===== src/pkg/dcsw_pkg.sv =====
// Constants and types for the drive command and state word interpreter.
// Assumes a single control clock and a power-on reset in the drive.
package dcsw_pkg;

	// Object dictionary indices of the two words
	localparam logic [15:0] DCSW_IDX_CMD    = 16'h6040;
	localparam logic [15:0] DCSW_IDX_STATE  = 16'h6041;

	// Values after reset
	localparam logic [15:0] DCSW_CMD_RST    = 16'h0000;
	localparam logic [15:0] DCSW_STATE_RST  = 16'h0000;
	localparam logic [31:0] DCSW_POS_RST    = 32'h0000_0000;
	localparam logic [1:0]  DCSW_SYNC_RST   = 2'h0;

	// Command word bit positions
	localparam int DCSW_CB_SWON   = 0;
	localparam int DCSW_CB_VOLT   = 1;
	localparam int DCSW_CB_QSTOP  = 2;
	localparam int DCSW_CB_ENOP   = 3;
	localparam int DCSW_CB_HOME   = 4;
	localparam int DCSW_CB_FRST   = 7;
	localparam int DCSW_CB_HALT   = 8;
	localparam int DCSW_CB_MODE9  = 9;

	// State word bit positions
	localparam int DCSW_SB_VOLT   = 4;
	localparam int DCSW_SB_WARN   = 7;
	localparam int DCSW_SB_REMOTE = 9;
	localparam int DCSW_SB_TREACH = 10;
	localparam int DCSW_SB_LIMIT  = 11;
	localparam int DCSW_SB_MODE12 = 12;
	localparam int DCSW_SB_HOMED  = 15;

	// Quick-stop option codes up to this value fall back to switch-on disabled
	localparam logic [2:0]  DCSW_QS_AUTO_MAX = 3'h3;
	// Operating mode code of homing_mode
	localparam logic [7:0]  DCSW_MODE_HOMING = 8'h06;

	// Power-drive states, one-hot
	typedef enum logic [7:0] {
		DCSW_NRDY = 8'h01,
		DCSW_SOD  = 8'h02,
		DCSW_RDY  = 8'h04,
		DCSW_SON  = 8'h08,
		DCSW_OPEN = 8'h10,
		DCSW_QSA  = 8'h20,
		DCSW_FRA  = 8'h40,
		DCSW_FLT  = 8'h80
	} dcsw_state_t;

endpackage

===== src/core/dcsw_drive_control.sv =====
// Drive command word decoder, power-drive state machine and state word.
// Assumes the fieldbus side writes the command word by object index on
// ref_clk; drive-side status inputs are on ref_clk except fault and main
// supply pins, which are synchronised here.
//
// How it works
// RULE_01 - Bits 0,1,3 active high; bit 2 low
// RULE_02 - Bits 0-3,7 decoded only as patterns
// RULE_03 - Shutdown: transitions 2,6,8; switch-on: 3
// RULE_04 - Enable op: 4,16; from ready 3+4
// RULE_05 - Disable voltage, quick stop, disable operation
// RULE_06 - Bit 7 rising edge leaves fault
// RULE_07 - Bit 7 held high blocks other commands
// RULE_08 - Fault reset clears resettable alarms only
// RULE_09 - Bit 8 requests halt per option
// RULE_10 - Bits 4-6,9 mode-specific; homing start
// RULE_11 - Control 10-15, status 8 reserved
// RULE_12 - Status bits 0-7 positions fixed
// RULE_13 - Status bit 9 reports remote control
// RULE_14 - Status bit 10 reports target reached
// RULE_15 - Status bit 11 flags software limit
// RULE_16 - Limit value substitutes target at limit
// RULE_17 - Reverse command leaves limit, clears flag
// RULE_18 - State encoded in status bits 6,5,3-0
// RULE_19 - Drive failure forces fault reaction
// RULE_20 - Quick stop options 0-3 auto-disable
// RULE_21 - Remote set above pre-operational state
// RULE_22 - Previous bit 7 captured every cycle
// RULE_23 - Unmatched pattern keeps present state
`timescale 1ns/1ps

module dcsw_drive_control
	import dcsw_pkg::*;
(
	input  wire logic        ref_clk,
	input  wire logic        reset,
	input  wire logic [15:0] od_index,
	input  wire logic        od_wr,
	input  wire logic [15:0] od_wdata,
	output logic      [15:0] od_rdata_r,
	output logic      [15:0] state_word_r,
	input  wire logic        init_done,
	input  wire logic        fault_pin,
	input  wire logic        alarm_nonres,
	input  wire logic        warn_in,
	input  wire logic        react_done,
	input  wire logic        stop_done,
	input  wire logic [2:0]  qs_option,
	input  wire logic [2:0]  halt_option,
	input  wire logic [7:0]  op_mode,
	input  wire logic        main_supply_pin,
	input  wire logic        comm_above_pre_operational_state,
	input  wire logic        target_reached,
	input  wire logic [2:0]  mode_status,
	input  wire logic        lim_enable,
	input  wire logic [31:0] pos_target,
	input  wire logic [31:0] lim_min,
	input  wire logic [31:0] lim_max,
	output logic      [31:0] lim_target_r,
	output logic             volt_en_r,
	output logic             op_en_r,
	output logic             qstop_r,
	output logic             halt_r,
	output logic      [2:0]  halt_mode_r,
	output logic             homing_start_r,
	output logic      [3:0]  mode_ctrl_r,
	output logic             fault_clear_r
);

	// Command pattern decoders on bits 3..0
	function automatic logic is_shutdown(input logic [15:0] c);
		return c[DCSW_CB_QSTOP] & c[DCSW_CB_VOLT] & ~c[DCSW_CB_SWON]; // RULE_03
	endfunction
	function automatic logic is_switch_on(input logic [15:0] c);
		return ~c[DCSW_CB_ENOP] & c[DCSW_CB_QSTOP] & c[DCSW_CB_VOLT] & c[DCSW_CB_SWON]; // RULE_01
	endfunction
	function automatic logic is_enable_op(input logic [15:0] c);
		return c[DCSW_CB_ENOP] & c[DCSW_CB_QSTOP] & c[DCSW_CB_VOLT] & c[DCSW_CB_SWON]; // RULE_01
	endfunction
	function automatic logic is_dis_volt(input logic [15:0] c);
		return ~c[DCSW_CB_VOLT];
	endfunction
	function automatic logic is_qstop(input logic [15:0] c);
		return ~c[DCSW_CB_QSTOP] & c[DCSW_CB_VOLT]; // RULE_01
	endfunction

	// State code in status bits 6,5,3..0 (bit 4 is supplied separately)
	function automatic logic [6:0] state_code(input dcsw_state_t s);
		case (s)
			DCSW_NRDY: return 7'h00;
			DCSW_SOD:  return 7'h40;
			DCSW_RDY:  return 7'h21;
			DCSW_SON:  return 7'h23;
			DCSW_OPEN: return 7'h27;
			DCSW_QSA:  return 7'h07;
			DCSW_FRA:  return 7'h0f;
			DCSW_FLT:  return 7'h08;
			default:   return 7'h00;
		endcase
	endfunction

	dcsw_state_t state_r;
	dcsw_state_t state_nxt;
	logic [15:0] cmd_r;
	logic        prev_b7_r;
	logic [1:0]  fault_sync_r;
	logic [1:0]  supply_sync_r;
	logic        flt_r;
	logic        warn_r;
	logic        lim_hi_r;
	logic        lim_lo_r;
	logic        fr_edge;
	logic        cmd_ok;
	logic        rst_ok;

	// Pins into the clock domain
	always_ff @(posedge ref_clk or posedge reset) begin
		if (reset) begin
			fault_sync_r  <= DCSW_SYNC_RST;
			supply_sync_r <= DCSW_SYNC_RST;
		end else begin
			fault_sync_r  <= {fault_sync_r[0], fault_pin};
			supply_sync_r <= {supply_sync_r[0], main_supply_pin};
		end
	end

	// Command word store; the state word index is read-only
	always_ff @(posedge ref_clk or posedge reset) begin
		if (reset) begin
			cmd_r <= DCSW_CMD_RST;
		end else if (od_wr && od_index == DCSW_IDX_CMD) begin
			cmd_r <= od_wdata; // RULE_11
		end
	end

	// Fault-reset edge: only a 0-to-1 step counts, and bit 7 held high
	// blocks every other pattern so a stuck reset cannot drive the machine
	always_ff @(posedge ref_clk or posedge reset) begin
		if (reset) begin
			prev_b7_r <= 1'b0;
		end else begin
			prev_b7_r <= cmd_r[DCSW_CB_FRST]; // RULE_22
		end
	end
	assign fr_edge = cmd_r[DCSW_CB_FRST] & ~prev_b7_r; // RULE_06
	assign cmd_ok  = ~cmd_r[DCSW_CB_FRST]; // RULE_07
	assign rst_ok  = fr_edge & ~alarm_nonres; // RULE_08

	// Alarm latches; a new alarm wins over a reset in the same cycle
	always_ff @(posedge ref_clk or posedge reset) begin
		if (reset) begin
			flt_r  <= 1'b0;
			warn_r <= 1'b0;
		end else begin
			flt_r  <= fault_sync_r[1] | (flt_r & ~rst_ok); // RULE_08
			warn_r <= warn_in | (warn_r & ~rst_ok); // RULE_08
		end
	end

	// Next state from the combined command pattern
	always_comb begin
		state_nxt = state_r; // RULE_23
		if (flt_r && state_r != DCSW_FRA && state_r != DCSW_FLT) begin
			state_nxt = DCSW_FRA; // RULE_19
		end else begin
			case (state_r)
				DCSW_NRDY: begin
					if (init_done) state_nxt = DCSW_SOD;
				end
				DCSW_SOD: begin
					if (cmd_ok && is_shutdown(cmd_r)) state_nxt = DCSW_RDY; // RULE_03
				end
				DCSW_RDY: begin
					if (cmd_ok) begin // RULE_02
						if (is_dis_volt(cmd_r) || is_qstop(cmd_r)) state_nxt = DCSW_SOD; // RULE_05
						else if (is_switch_on(cmd_r) || is_enable_op(cmd_r)) state_nxt = DCSW_SON; // RULE_04
					end
				end
				DCSW_SON: begin
					if (cmd_ok) begin
						if (is_dis_volt(cmd_r) || is_qstop(cmd_r)) state_nxt = DCSW_SOD; // RULE_05
						else if (is_shutdown(cmd_r)) state_nxt = DCSW_RDY; // RULE_03
						else if (is_enable_op(cmd_r)) state_nxt = DCSW_OPEN; // RULE_04
					end
				end
				DCSW_OPEN: begin
					if (cmd_ok) begin
						if (is_dis_volt(cmd_r)) state_nxt = DCSW_SOD; // RULE_05
						else if (is_qstop(cmd_r)) state_nxt = DCSW_QSA; // RULE_05
						else if (is_shutdown(cmd_r)) state_nxt = DCSW_RDY; // RULE_03
						else if (is_switch_on(cmd_r)) state_nxt = DCSW_SON; // RULE_05
					end
				end
				DCSW_QSA: begin
					if (cmd_ok && is_dis_volt(cmd_r)) state_nxt = DCSW_SOD; // RULE_05
					else if (stop_done && qs_option <= DCSW_QS_AUTO_MAX) state_nxt = DCSW_SOD; // RULE_20
					else if (cmd_ok && is_enable_op(cmd_r) && qs_option > DCSW_QS_AUTO_MAX) begin
						state_nxt = DCSW_OPEN; // RULE_04
					end
				end
				DCSW_FRA: begin
					if (react_done) state_nxt = DCSW_FLT;
				end
				DCSW_FLT: begin
					if (rst_ok) state_nxt = DCSW_SOD; // RULE_06
				end
				default: state_nxt = DCSW_NRDY;
			endcase
		end
	end

	// State register
	always_ff @(posedge ref_clk or posedge reset) begin
		if (reset) begin
			state_r <= DCSW_NRDY;
		end else begin
			state_r <= state_nxt;
		end
	end

	// Software position limit: clamp the target and flag it until a
	// command in the reverse direction moves back inside the range
	always_ff @(posedge ref_clk or posedge reset) begin
		if (reset) begin
			lim_hi_r     <= 1'b0;
			lim_lo_r     <= 1'b0;
			lim_target_r <= DCSW_POS_RST;
		end else begin
			lim_hi_r <= lim_enable && ($signed(pos_target) >= $signed(lim_max)); // RULE_15 RULE_17
			lim_lo_r <= lim_enable && ($signed(pos_target) <= $signed(lim_min)); // RULE_15 RULE_17
			if (lim_enable && $signed(pos_target) >= $signed(lim_max)) begin
				lim_target_r <= lim_max; // RULE_16
			end else if (lim_enable && $signed(pos_target) <= $signed(lim_min)) begin
				lim_target_r <= lim_min; // RULE_16
			end else begin
				lim_target_r <= pos_target;
			end
		end
	end

	// State word assembly, one cycle behind the state register
	always_ff @(posedge ref_clk or posedge reset) begin
		if (reset) begin
			state_word_r <= DCSW_STATE_RST;
		end else begin
			state_word_r                  <= {9'h000, state_code(state_r)}; // RULE_12 RULE_18
			state_word_r[DCSW_SB_VOLT]    <= supply_sync_r[1];
			state_word_r[DCSW_SB_WARN]    <= warn_r;
			state_word_r[DCSW_SB_REMOTE]  <= comm_above_pre_operational_state; // RULE_13 RULE_21
			state_word_r[DCSW_SB_TREACH]  <= target_reached; // RULE_14
			state_word_r[DCSW_SB_LIMIT]   <= lim_hi_r | lim_lo_r; // RULE_15
			state_word_r[DCSW_SB_MODE12+:2] <= mode_status[1:0];
			state_word_r[DCSW_SB_HOMED]   <= mode_status[2];
		end
	end

	// Object read port; unknown indices read zero
	always_ff @(posedge ref_clk or posedge reset) begin
		if (reset) begin
			od_rdata_r <= DCSW_CMD_RST;
		end else if (od_index == DCSW_IDX_CMD) begin
			od_rdata_r <= cmd_r;
		end else if (od_index == DCSW_IDX_STATE) begin
			od_rdata_r <= state_word_r;
		end else begin
			od_rdata_r <= DCSW_CMD_RST;
		end
	end

	// Drive enables, halt and mode-specific controls
	always_ff @(posedge ref_clk or posedge reset) begin
		if (reset) begin
			volt_en_r      <= 1'b0;
			op_en_r        <= 1'b0;
			qstop_r        <= 1'b0;
			halt_r         <= 1'b0;
			halt_mode_r    <= 3'h0;
			homing_start_r <= 1'b0;
			mode_ctrl_r    <= 4'h0;
			fault_clear_r  <= 1'b0;
		end else begin
			volt_en_r      <= state_r == DCSW_SON || state_r == DCSW_OPEN || state_r == DCSW_QSA;
			op_en_r        <= state_r == DCSW_OPEN;
			qstop_r        <= state_r == DCSW_QSA;
			halt_r         <= cmd_r[DCSW_CB_HALT] && state_r == DCSW_OPEN; // RULE_09
			halt_mode_r    <= halt_option; // RULE_09
			homing_start_r <= cmd_r[DCSW_CB_HOME] && op_mode == DCSW_MODE_HOMING
				&& state_r == DCSW_OPEN; // RULE_10
			mode_ctrl_r    <= {cmd_r[DCSW_CB_MODE9], cmd_r[6:4]}; // RULE_10
			fault_clear_r  <= rst_ok; // RULE_08
		end
	end
endmodule // dcsw_drive_control


===== config.mk =====
export PLATFORM = sky130hd
export DESIGN_NAME = dcsw_drive_control
export DESIGN_NICKNAME = d
export VERILOG_FILES = /design/src/pkg/dcsw_pkg.sv /design/src/core/dcsw_drive_control.sv
export SDC_FILE = /design/constraint.sdc
export NUM_CORES = 1
export LEC_CHECK = 0
export BUFFER_PORTS_ARGS = -buffer_cell sky130_fd_sc_hd__buf_2
export CAP_MARGIN = 20
export CELL_PAD_IN_SITES_DETAIL_PLACEMENT = 0
export CELL_PAD_IN_SITES_GLOBAL_PLACEMENT = 1
export CORE_MARGIN = 2
export CORE_UTILIZATION = 40
export DETAILED_ROUTE_END_ITERATION = 8
export PLACE_DENSITY = 0.94
export SLEW_MARGIN = 40
export SYNTH_ARGS = -nofsm -noshare
export SYNTH_HDL_FRONTEND = slang
export SYNTH_SLANG_ARGS = --single-unit

===== constraint.sdc =====
create_clock -name ref_clk -period 9.5 [get_ports ref_clk]
set_input_delay 0.95 -clock ref_clk [delete_from_list [all_inputs] [get_ports ref_clk]]
set_output_delay 0.95 -clock ref_clk [all_outputs]
set_load 0.01 [all_outputs]

Word-level counts from Yosys, hierarchy flattened
Index checks and enable logic that the tools add are counted.

Bits in registers: 108. Output and inout bits: 77. Word-level logic and storage cells: 116. Input port bits: 158.

Multiplexer cells: 26. Bitwise logic cells: 24. Equality and inequality tests: 24. $lt $le $gt $ge: 4. Reduce and logical (&&, ||, !) cells: 18.

Operators with widths (number): 8-bit two-way mux (20); 32-bit two-way mux (2); 8-bit one-hot mux with 8 select lines (1); 7-bit one-hot mux with 7 select lines (1); 16-bit by 15-bit == test with 1-bit output, second input constant (2); 32-bit >= comparator (1); 32-bit less-or-equal comparator (1); 16-bit two-way mux (2); 3-bit inequality test, second input constant (7); 8-bit by 3-bit == test with 1-bit output, second input constant (2); 1-bit AND (13); 1-bit logical AND (13); 11-bit AND reduction (1); 5-bit inequality test, second input constant (2); 8-bit by 1-bit == test with 1-bit output, second input constant (1); 8-bit by 2-bit == test with 1-bit output, second input constant (1); 8-bit by 4-bit == test with 1-bit output, second input constant (1); 8-bit by 5-bit == test with 1-bit output, second input constant (1); 8-bit by 6-bit == test with 1-bit output, second input constant (1); 8-bit by 7-bit == test with 1-bit output, second input constant (1); 8-bit == test, second input constant (1); 8-bit by 7-bit inequality test with 1-bit output, second input constant (1); 8-bit inequality test, second input constant (1); 1-bit inverter (8); other kinds (6) (11).

Depth between registers and ports, before layout
Gate-level depths: netlist of the first run.

Word-level depth: 11. Mapped depth: 10.

Least setup slack after synthesis of the first run
Ideal clock, no wire load.

Kind: input to register. Start: input port lim_min[25]. End: register lim_target_r[0]. Arrival: 3.124 ns. Stages: 9. Slack: 6.251 ns. Path through: inv_1 ha_1 a21o_1 nand3_1 a21oi_1 or4_4 a221oi_4 mux2_1 mux2_2.

Cells in the longest elaborated chain, start to end: 4.

Ends and longest elaborated chain: from (decl) (line dcsw_drive_control.sv:57) `input wire logic [31:0] lim_min,`; 32-bit less-or-equal comparator (line dcsw_drive_control.sv:233) `end else if (lim_enable && $signed(pos_target) <= $signed(lim_min)) begin`; 1-bit logical AND (line dcsw_drive_control.sv:233); 32-bit two-way mux (line dcsw_drive_control.sv:233); 32-bit two-way mux (line dcsw_drive_control.sv:231) `if (lim_enable && $signed(pos_target) >= $signed(lim_max)) begin`; to (signal assigned) (line dcsw_drive_control.sv:232) `lim_target_r <= lim_max;`; to (signal assigned) (line dcsw_drive_control.sv:234) `lim_target_r <= lim_min;`; to (signal assigned) (line dcsw_drive_control.sv:236) `lim_target_r <= pos_target;`; to (decl) (line dcsw_drive_control.sv:59) `output logic [31:0] lim_target_r,`.

No other way between the ends. A chain may end at the register's enable or synchronous reset.

Worst setup path after layout of the first run
Start: input port lim_min[11]. End: register lim_target_r[0].

The elaborated chain is that of the path after synthesis.

==> results of run 1 <==
==> cells by family (layout without fill, tap and decap cells) <==
family	after synthesis	count (layout)
AO/OA/AOI/OAI	83	83
XOR/XNOR	3	3
adder cells (fa/ha/maj)	64	64
buffers and inverters	95	326
flip-flops	108	108
multiplexers	94	94
other	1	2
AND/OR/NAND/NOR	122	122
==> metal layers <==
layer | vias up | track usage
met5 | - | 0
met4 | 0 | 0.0511
met3 | 22 | 0.0434
met2 | 189 | 0.338
met1 | 2369 | 0.223
li1 | 2472 | -
==> placed cells by master, fill, tap and decap left out, types with 8 or more instances in the layout <==
cell type / count
nand4_1: 15
ha_1: 64
inv_1: 74
clkbuf_16: 9
mux2i_1: 77
mux2_1: 9
nand3_1: 10
nand2_1: 13
a21oi_1: 24
nor2_1: 32
dfrtp_1: 107
buf_2: 230
mux2_2: 8
a21o_1: 14
==> metrics by stage <==
step / power [W] / hold WS [ns] / util / cells / area (um2)
after global placement: 0.000847 / 0.337 / 0.494 / 973 / 7480
after detailed placement: 0.000853 / 0.337 / 0.494 / 973 / 7480
after global routing: 0.00128 / 0.374 / 0.514 / 990 / 7780
after CTS: 0.00123 / 0.356 / 0.513 / 989 / 7770
after floorplan: 0.000740 / 0.331 / - / 571 / 6170
final: 0.00121 / 0.352 / 0.514 / 990 / 7780
==> power breakdown <==
| group | switching, W | internal (W) |
|---|---|---|
| Sequential | 0.0000314 | 0.000497 |
| Combinational | 0.000172 | 0.000142 |
| Clock | 0.000183 | 0.000183 |
| Total | 0.000386 | 0.000823 |
==> registers in the layout (all words and copies together), names as in the netlist, 2 cells and up <==
name / count
fault_sync_r: 2
lim_target_r: 32
supply_sync_r: 2
state_word_r: 14
od_rdata_r: 16
halt_mode_r: 3
cmd_r: 16
state_r: 8
mode_ctrl_r: 4
==> path summary, 6_finish.rpt <==
check,startpoint,to
setup / recovery,lim_min[11],lim_target_r[0]$_DFF_PP0_
hold / removal,supply_sync_r[0]$_DFF_PP0_,supply_sync_r[1]$_DFF_PP0_
setup reg to reg,state_r[1]$_DFFE_PP0P_,state_r[4]$_DFFE_PP0P_
hold reg to reg,supply_sync_r[0]$_DFF_PP0_,supply_sync_r[1]$_DFF_PP0_
max in group asynchronous,reset,flt_r$_DFF_PP0_
min in group asynchronous,reset,halt_mode_r[0]$_DFF_PP0_
==> layout make-up <==
class / instances / share of cell area
inverter: 76 / 0.0370
timing repair buffer: 234 / 0.152
clock inverter: 6 / 0.00723
tap: 188 / 0.0302
multi-input combinational: 368 / 0.396
sequential: 108 / 0.347
clock buffer: 10 / 0.0294
==> metrics.yaml, run 1 <==
outcome:
  status: "complete, no violations"
timing:
  rsz0062_at_grt: "false"
  fin_crit_sh: 0.399
  tightest_slew_ns: 0.712
  fmax_mhz: 264
  fin_setup_tns_ns: 0
  min_period_ns: 3.79
  layout_setup_ws_ns: 5.71
  finalHoldViolCount: 0
  slew_violations: 0
  clock_skew_ns: 0.00534
  relSlewSlack: 0.526
  finalSetupViolCount: 0
final_layout:
  layout-drive-gt1-share: 0.334
  diodes: 0
  final-seq-area_um2: 2700
  area_growth_pct: 26.2
  multi_input_area_um2: 3090
  fill_cells: 1378
  nets: 1019
cts:
  cts_inserted_buffers: 9
  insertion_delay_ns: 0.35
  cts_setup_buffers: 0
  clock_sinks: 108
  clk_pin_slew_worst_paths_ns: 0.07
  cts.path.max_buffers: 2
  cts_hold_buffers: 0
  cts-htree-levels: 3
  cts_resized: 0
  clockRootBuffer: "clkbuf_16"
  cts_tree: "yes"
critical_path:
  crit_buf_inv: 3
  endpoint_kind: "register"
  crit_chain: "buf_2 -> inv_1 -> ha_1 -> nand4_1 -> nor4_1 -> a21oi_1 -> and2_1 -> a221oi_4 -> buf_4 -> mux2_1 -> mux2_2"
  arrival_ns: 4.03
  critPathLaunchType: "primary input"
  rr_worst_depth: 7
  cp_top_family: "simple AND/OR/NAND/NOR gates"
  cp.required_ns: 9.74
  cpMaxStageDelayCell: "a221oi_4"
  critPathKind: "primary input to register"
  path_max_fanout: 21
  cp.depth: 11
  reg2reg_slack_ns: 6.92
  cpPeakStageDelay_ns: 0.51
synthesis:
  yosysTopAreaCell: "dfrtp_1"
  synthXorXnorAreaFrac: 0.00426
  ys_async_sr_fraction: 1.00
  synth_mux_area_frac: 0.156
  ys_warn_count: 0
  ys_types: 63
  synth_top_area_frac: 0.434
  synth-edff-count: 0
  synth_flop_cell: "dfrtp_1"
  ys_top_cells_by_area: "dfrtp_1 43%, ha_1 13%, mux2i_1 13%, inv_1 4.6%, a21oi_1 2.0%"
  synth_area_um2: 6170
  synth_cells: 570
  synth.most_common_cell: "dfrtp_1"
  yosysSeqAreaShare: 0.439
  syn_avg_cell_area_um2: 10.8
  synth-seq-cells: 108
  synth_top_family_by_area: "multiplexers"
  synthTopCellsByCount: "107 x dfrtp_1, 77 x mux2i_1, 75 x inv_1, 64 x ha_1, 32 x nor2_1"
  yosys.area_share.adder: 0.130
  synthSimpleGateAreaFrac: 0.113
  synth_compound_gate_area_share: 0.0935
worst_hold_path:
  hold_depth: 0
  hold_class: "register to register"
detailed_routing:
  top_layer_used: "met4"
  firstDrtPassIters: 4
  wirelength_mm: 15.3
  vias: 5052
  drt_iter0_markers: 190
  avgRoutedWirePerCell_um: 15.4
  wl_met3_um: 827
  met1_length_mm: 6.64
  met2_length_mm: 7.56
  vias_per_cell: 5.10
  antenna_left: 0
  drc: 0
run:
  maxCapViolCount: 0
floorplan:
  dieArea_um2: 16400
  pin_count: 235
  die_h_um: 128
  start_util: 0.407
  die_x_um: 128
  rows: 45
  coreArea_um2: 15100
global_routing:
  grt_use_total: 0.187
  grt_max_degree: 56
  grt_pass1_vias: 4984
  grt-ovfl-total: 0
  grt_antenna_before_repair: 0
  grt_pass1_wl_mm: 24.2
power_and_ir_drop:
  ir_drop_uv: 102
  powerDensity_nw_per_um2: 155
  power_leakage_nw: 4.23
place:
  pre_cts_slack_ns: 5.01
  place.gp.congestion: 0.865
  hpwl_mm: 12.1
  portBuffers: 230
Power figures use the tool's default switching activity.
==> run 2, diff against run 1 <==
--- a/config.mk
+++ b/config.mk
@@ -5,14 +5,15 @@
 export SDC_FILE = /design/constraint.sdc
 export NUM_CORES = 1
 export LEC_CHECK = 0
+export ABC_AREA = 1
 export BUFFER_PORTS_ARGS = -buffer_cell sky130_fd_sc_hd__buf_2
 export CAP_MARGIN = 20
 export CELL_PAD_IN_SITES_DETAIL_PLACEMENT = 0
 export CELL_PAD_IN_SITES_GLOBAL_PLACEMENT = 1
 export CORE_MARGIN = 2
-export CORE_UTILIZATION = 40
+export CORE_UTILIZATION = 36
 export DETAILED_ROUTE_END_ITERATION = 8
-export PLACE_DENSITY = 0.94
+export PLACE_DENSITY = 0.9
 export SLEW_MARGIN = 40
 export SYNTH_ARGS = -nofsm -noshare
 export SYNTH_HDL_FRONTEND = slang
==> constraint.sdc (replaced) <==
create_clock -name ref_clk -period 3.55 [get_ports ref_clk]
set_input_delay 0.355 -clock ref_clk [delete_from_list [all_inputs] [get_ports ref_clk]]
set_output_delay 0.355 -clock ref_clk [all_outputs]
set_load 0.01 [all_outputs]
==> metrics.yaml, run 2 <==
timing:
  finalHoldViolCount: 0
  relSlewSlack: 0.505
  clock_skew_ns: 0.00859
  slew_violations: 0
  tightest_slew_ns: 0.740
  fmax_mhz: 443
  fin_crit_sh: 0.635
  finalSetupViolCount: 0
  min_period_ns: 2.26
  fin_setup_tns_ns: 0
  rsz0062_at_grt: "false"
cts:
  cts_resized: 0
  insertion_delay_ns: 0.35
  cts_inserted_buffers: 9
  cts_setup_buffers: 0
  cts-htree-levels: 3
  clock_sinks: 108
  clk_pin_slew_worst_paths_ns: 0.08
  clockRootBuffer: "clkbuf_16"
  cts_tree: "yes"
  cts_hold_buffers: 0
  cts.path.max_buffers: 2
critical_path:
  reg2reg_slack_ns: 1.56
  path_max_fanout: 33
  r2r_end: "state_r[4]$_DFFE_PP0P_"
  startpoint: "lim_min[31]"
  arrival_ns: 2.49
  critPathKind: "primary input to register"
  cp.required_ns: 3.79
  rr_worst_depth: 13
  cpMaxStageDelayCell: "nand2_2"
  cpPeakStageDelay_ns: 0.55
  endpoint: "lim_target_r[16]$_DFF_PP0_"
  endpoint_kind: "register"
  r2r-start: "state_r[2]$_DFFE_PP0P_"
  crit_top_cell: "nand2_1"
  crit_chain: "buf_2 -> inv_1 -> ha_1 -> nand2_1 -> nor2_1 -> nand2_1 -> nor4_2 -> nand2_1 -> nand3_1 -> nand3_2 -> nand2_2 -> nand2_1 -> nand3_1 -> nand2_1"
  critPathLaunchType: "primary input"
worst_hold_path:
  hold_class: "primary input to async pin"
final_layout:
  final_cell_mix: "230 x buf_2, 207 x nand2_1, 181 x inv_1"
  layout-drive-gt1-share: 0.267
  top_regs: "lim_target_r x32, cmd_r x16, od_rdata_r x16"
  utilization: 0.458
  nets: 1277
  area_growth_pct: 25.8
  fill_cells: 1808
  largest_reg_flops: 32
  fin_cells: 1291
  layout.cells.most_common: "buf_2"
  largest_register: "lim_target_r"
detailed_routing:
  vias_per_cell: 4.67
  drc: 0
  avgRoutedWirePerCell_um: 14.1
  firstDrtPassIters: 4
  antenna_left: 0
  drt_iter0_markers: 237
  vias: 6032
  wirelength_mm: 18.2
global_routing:
  grt_max_degree: 62
  grt_use_total: 0.190
  grt_pass1_wl_mm: 29.5
  grt_pass1_vias: 5869
  grt-ovfl-total: 0
  grt_antenna_before_repair: 5
synthesis:
  synth_flop_cell: "dfrtp_1"
  yosysSeqAreaShare: 0.416
  ys_warn_count: 0
  yosysTopAreaCell: "dfrtp_1"
  synth_area_um2: 6500
  ys_types: 38
  synth_top_area_frac: 0.412
  ys_async_sr_fraction: 1.00
  ys_top_cells_by_area: "dfrtp_1 41%, ha_1 12%, nand2_1 12%, inv_1 11%, nand3_1 6.0%"
  synth.most_common_cell: "nand2_1"
  syn_avg_cell_area_um2: 7.83
  synth-edff-count: 0
  synth_cells: 830
  synthTopCellsByCount: "207 x nand2_1, 182 x inv_1, 107 x dfrtp_1, 78 x nand3_1, 64 x ha_1"
  synth-seq-cells: 108
floorplan:
  coreArea_um2: 17800
  pin_count: 235
  start_util: 0.364
  die_h_um: 138
  dieArea_um2: 19100
  die_x_um: 138
  rows: 49
place:
  hpwl_mm: 14.1
  place.gp.congestion: 0.859
  portBuffers: 230
  place_inst: 1273
power_and_ir_drop:
  ir_drop_uv: 276
  powerDensity_nw_per_um2: 416
  power_leakage_nw: 4.88
outcome:
  status: "complete, no violations"
run:
  maxCapViolCount: 0
[run 2: cell count changes after synthesis, sizes merged, moves of 17 or more]
| cell | change |
|---|---|
| inv | +109 |
| mux2 | -17 |
| mux2i | -77 |
| nand2 | +198 |
| nand3 | +70 |
[run 2: stage by stage]
step	hold WS, ns	power (W)	setup WS (ns)	area, um2
2_1_floorplan	0.331	0.00201	0.351	6500
3_3_place_gp	0.333	0.00236	0.914	7850
3_5_place_dp	0.336	0.00237	0.885	7860
4_1_cts	0.0877	0.00345	1.25	8170
5_1_grt	0.0872	0.00363	0.955	8170
6_report	0.0750	0.00340	1.29	8170
[run 2: final cells by class]
cell class                 count  area (um2)  area share
multi-input combinational    515        2970       0.363
sequential                   108        2700       0.331
timing repair buffer         236        1200       0.146
inverter                     185         699      0.0856
tap                          229         287      0.0351
clock buffer                  10         229      0.0280
clock inverter                 6        82.6      0.0101
antenna                        2        5.00    0.000612
[run 2: where the power goes]
group | internal [W] | switching, W
Clock | 0.000563 | 0.000495
Combinational | 0.000342 | 0.000589
Sequential | 0.00135 | 0.0000576
Total | 0.00226 | 0.00114
[run 2: worst min-delay path by stage]
stage | to | slack, ns | cells after the start
after floorplan | fault_sync_r[1]$_DFF_PP0_ | 0.33 | 0
after global placement | fault_sync_r[1]$_DFF_PP0_ | 0.33 | 0
after detailed placement | state_word_r[4]$_DFF_PP0_ | 0.34 | 0
after CTS | fault_sync_r[1]$_DFF_PP0_ | 0.09 | 2
after global routing | supply_sync_r[0]$_DFF_PP0_ | 0.09 | 1
final | fault_sync_r[1]$_DFF_PP0_ | 0.07 | 2
[run 2: layer usage]
| metal | track usage | share of wire | vias up | wire length, um |
|---|---|---|---|---|
| met5 | 0 | 0.0015 | - | 27 |
| met4 | 0.0430 | 0.011 | 4 | 191 |
| met3 | 0.0547 | 0.071 | 22 | 1290 |
| met2 | 0.332 | 0.49 | 189 | 8890 |
| met1 | 0.233 | 0.43 | 2758 | 7770 |
| li1 | - | - | 3059 | - |
[run 2: critical path, delay by kind of cell]
kind                     cells  cell delay [ns]
adder cells (fa/ha/maj)      1             0.34
buffers and inverters        2             0.12
AND/OR/NAND/NOR             11             1.65
[run 2: cell families after synthesis]
logic type / Yosys count / share of synthesized area
and+or+nand+nor: 361 / 0.253
AOI/OAI and AO/OA: 88 / 0.0799
other: 1 / 0.000577
buffers and inverters: 208 / 0.127
adders and majority gates: 64 / 0.123
DFF: 108 / 0.416
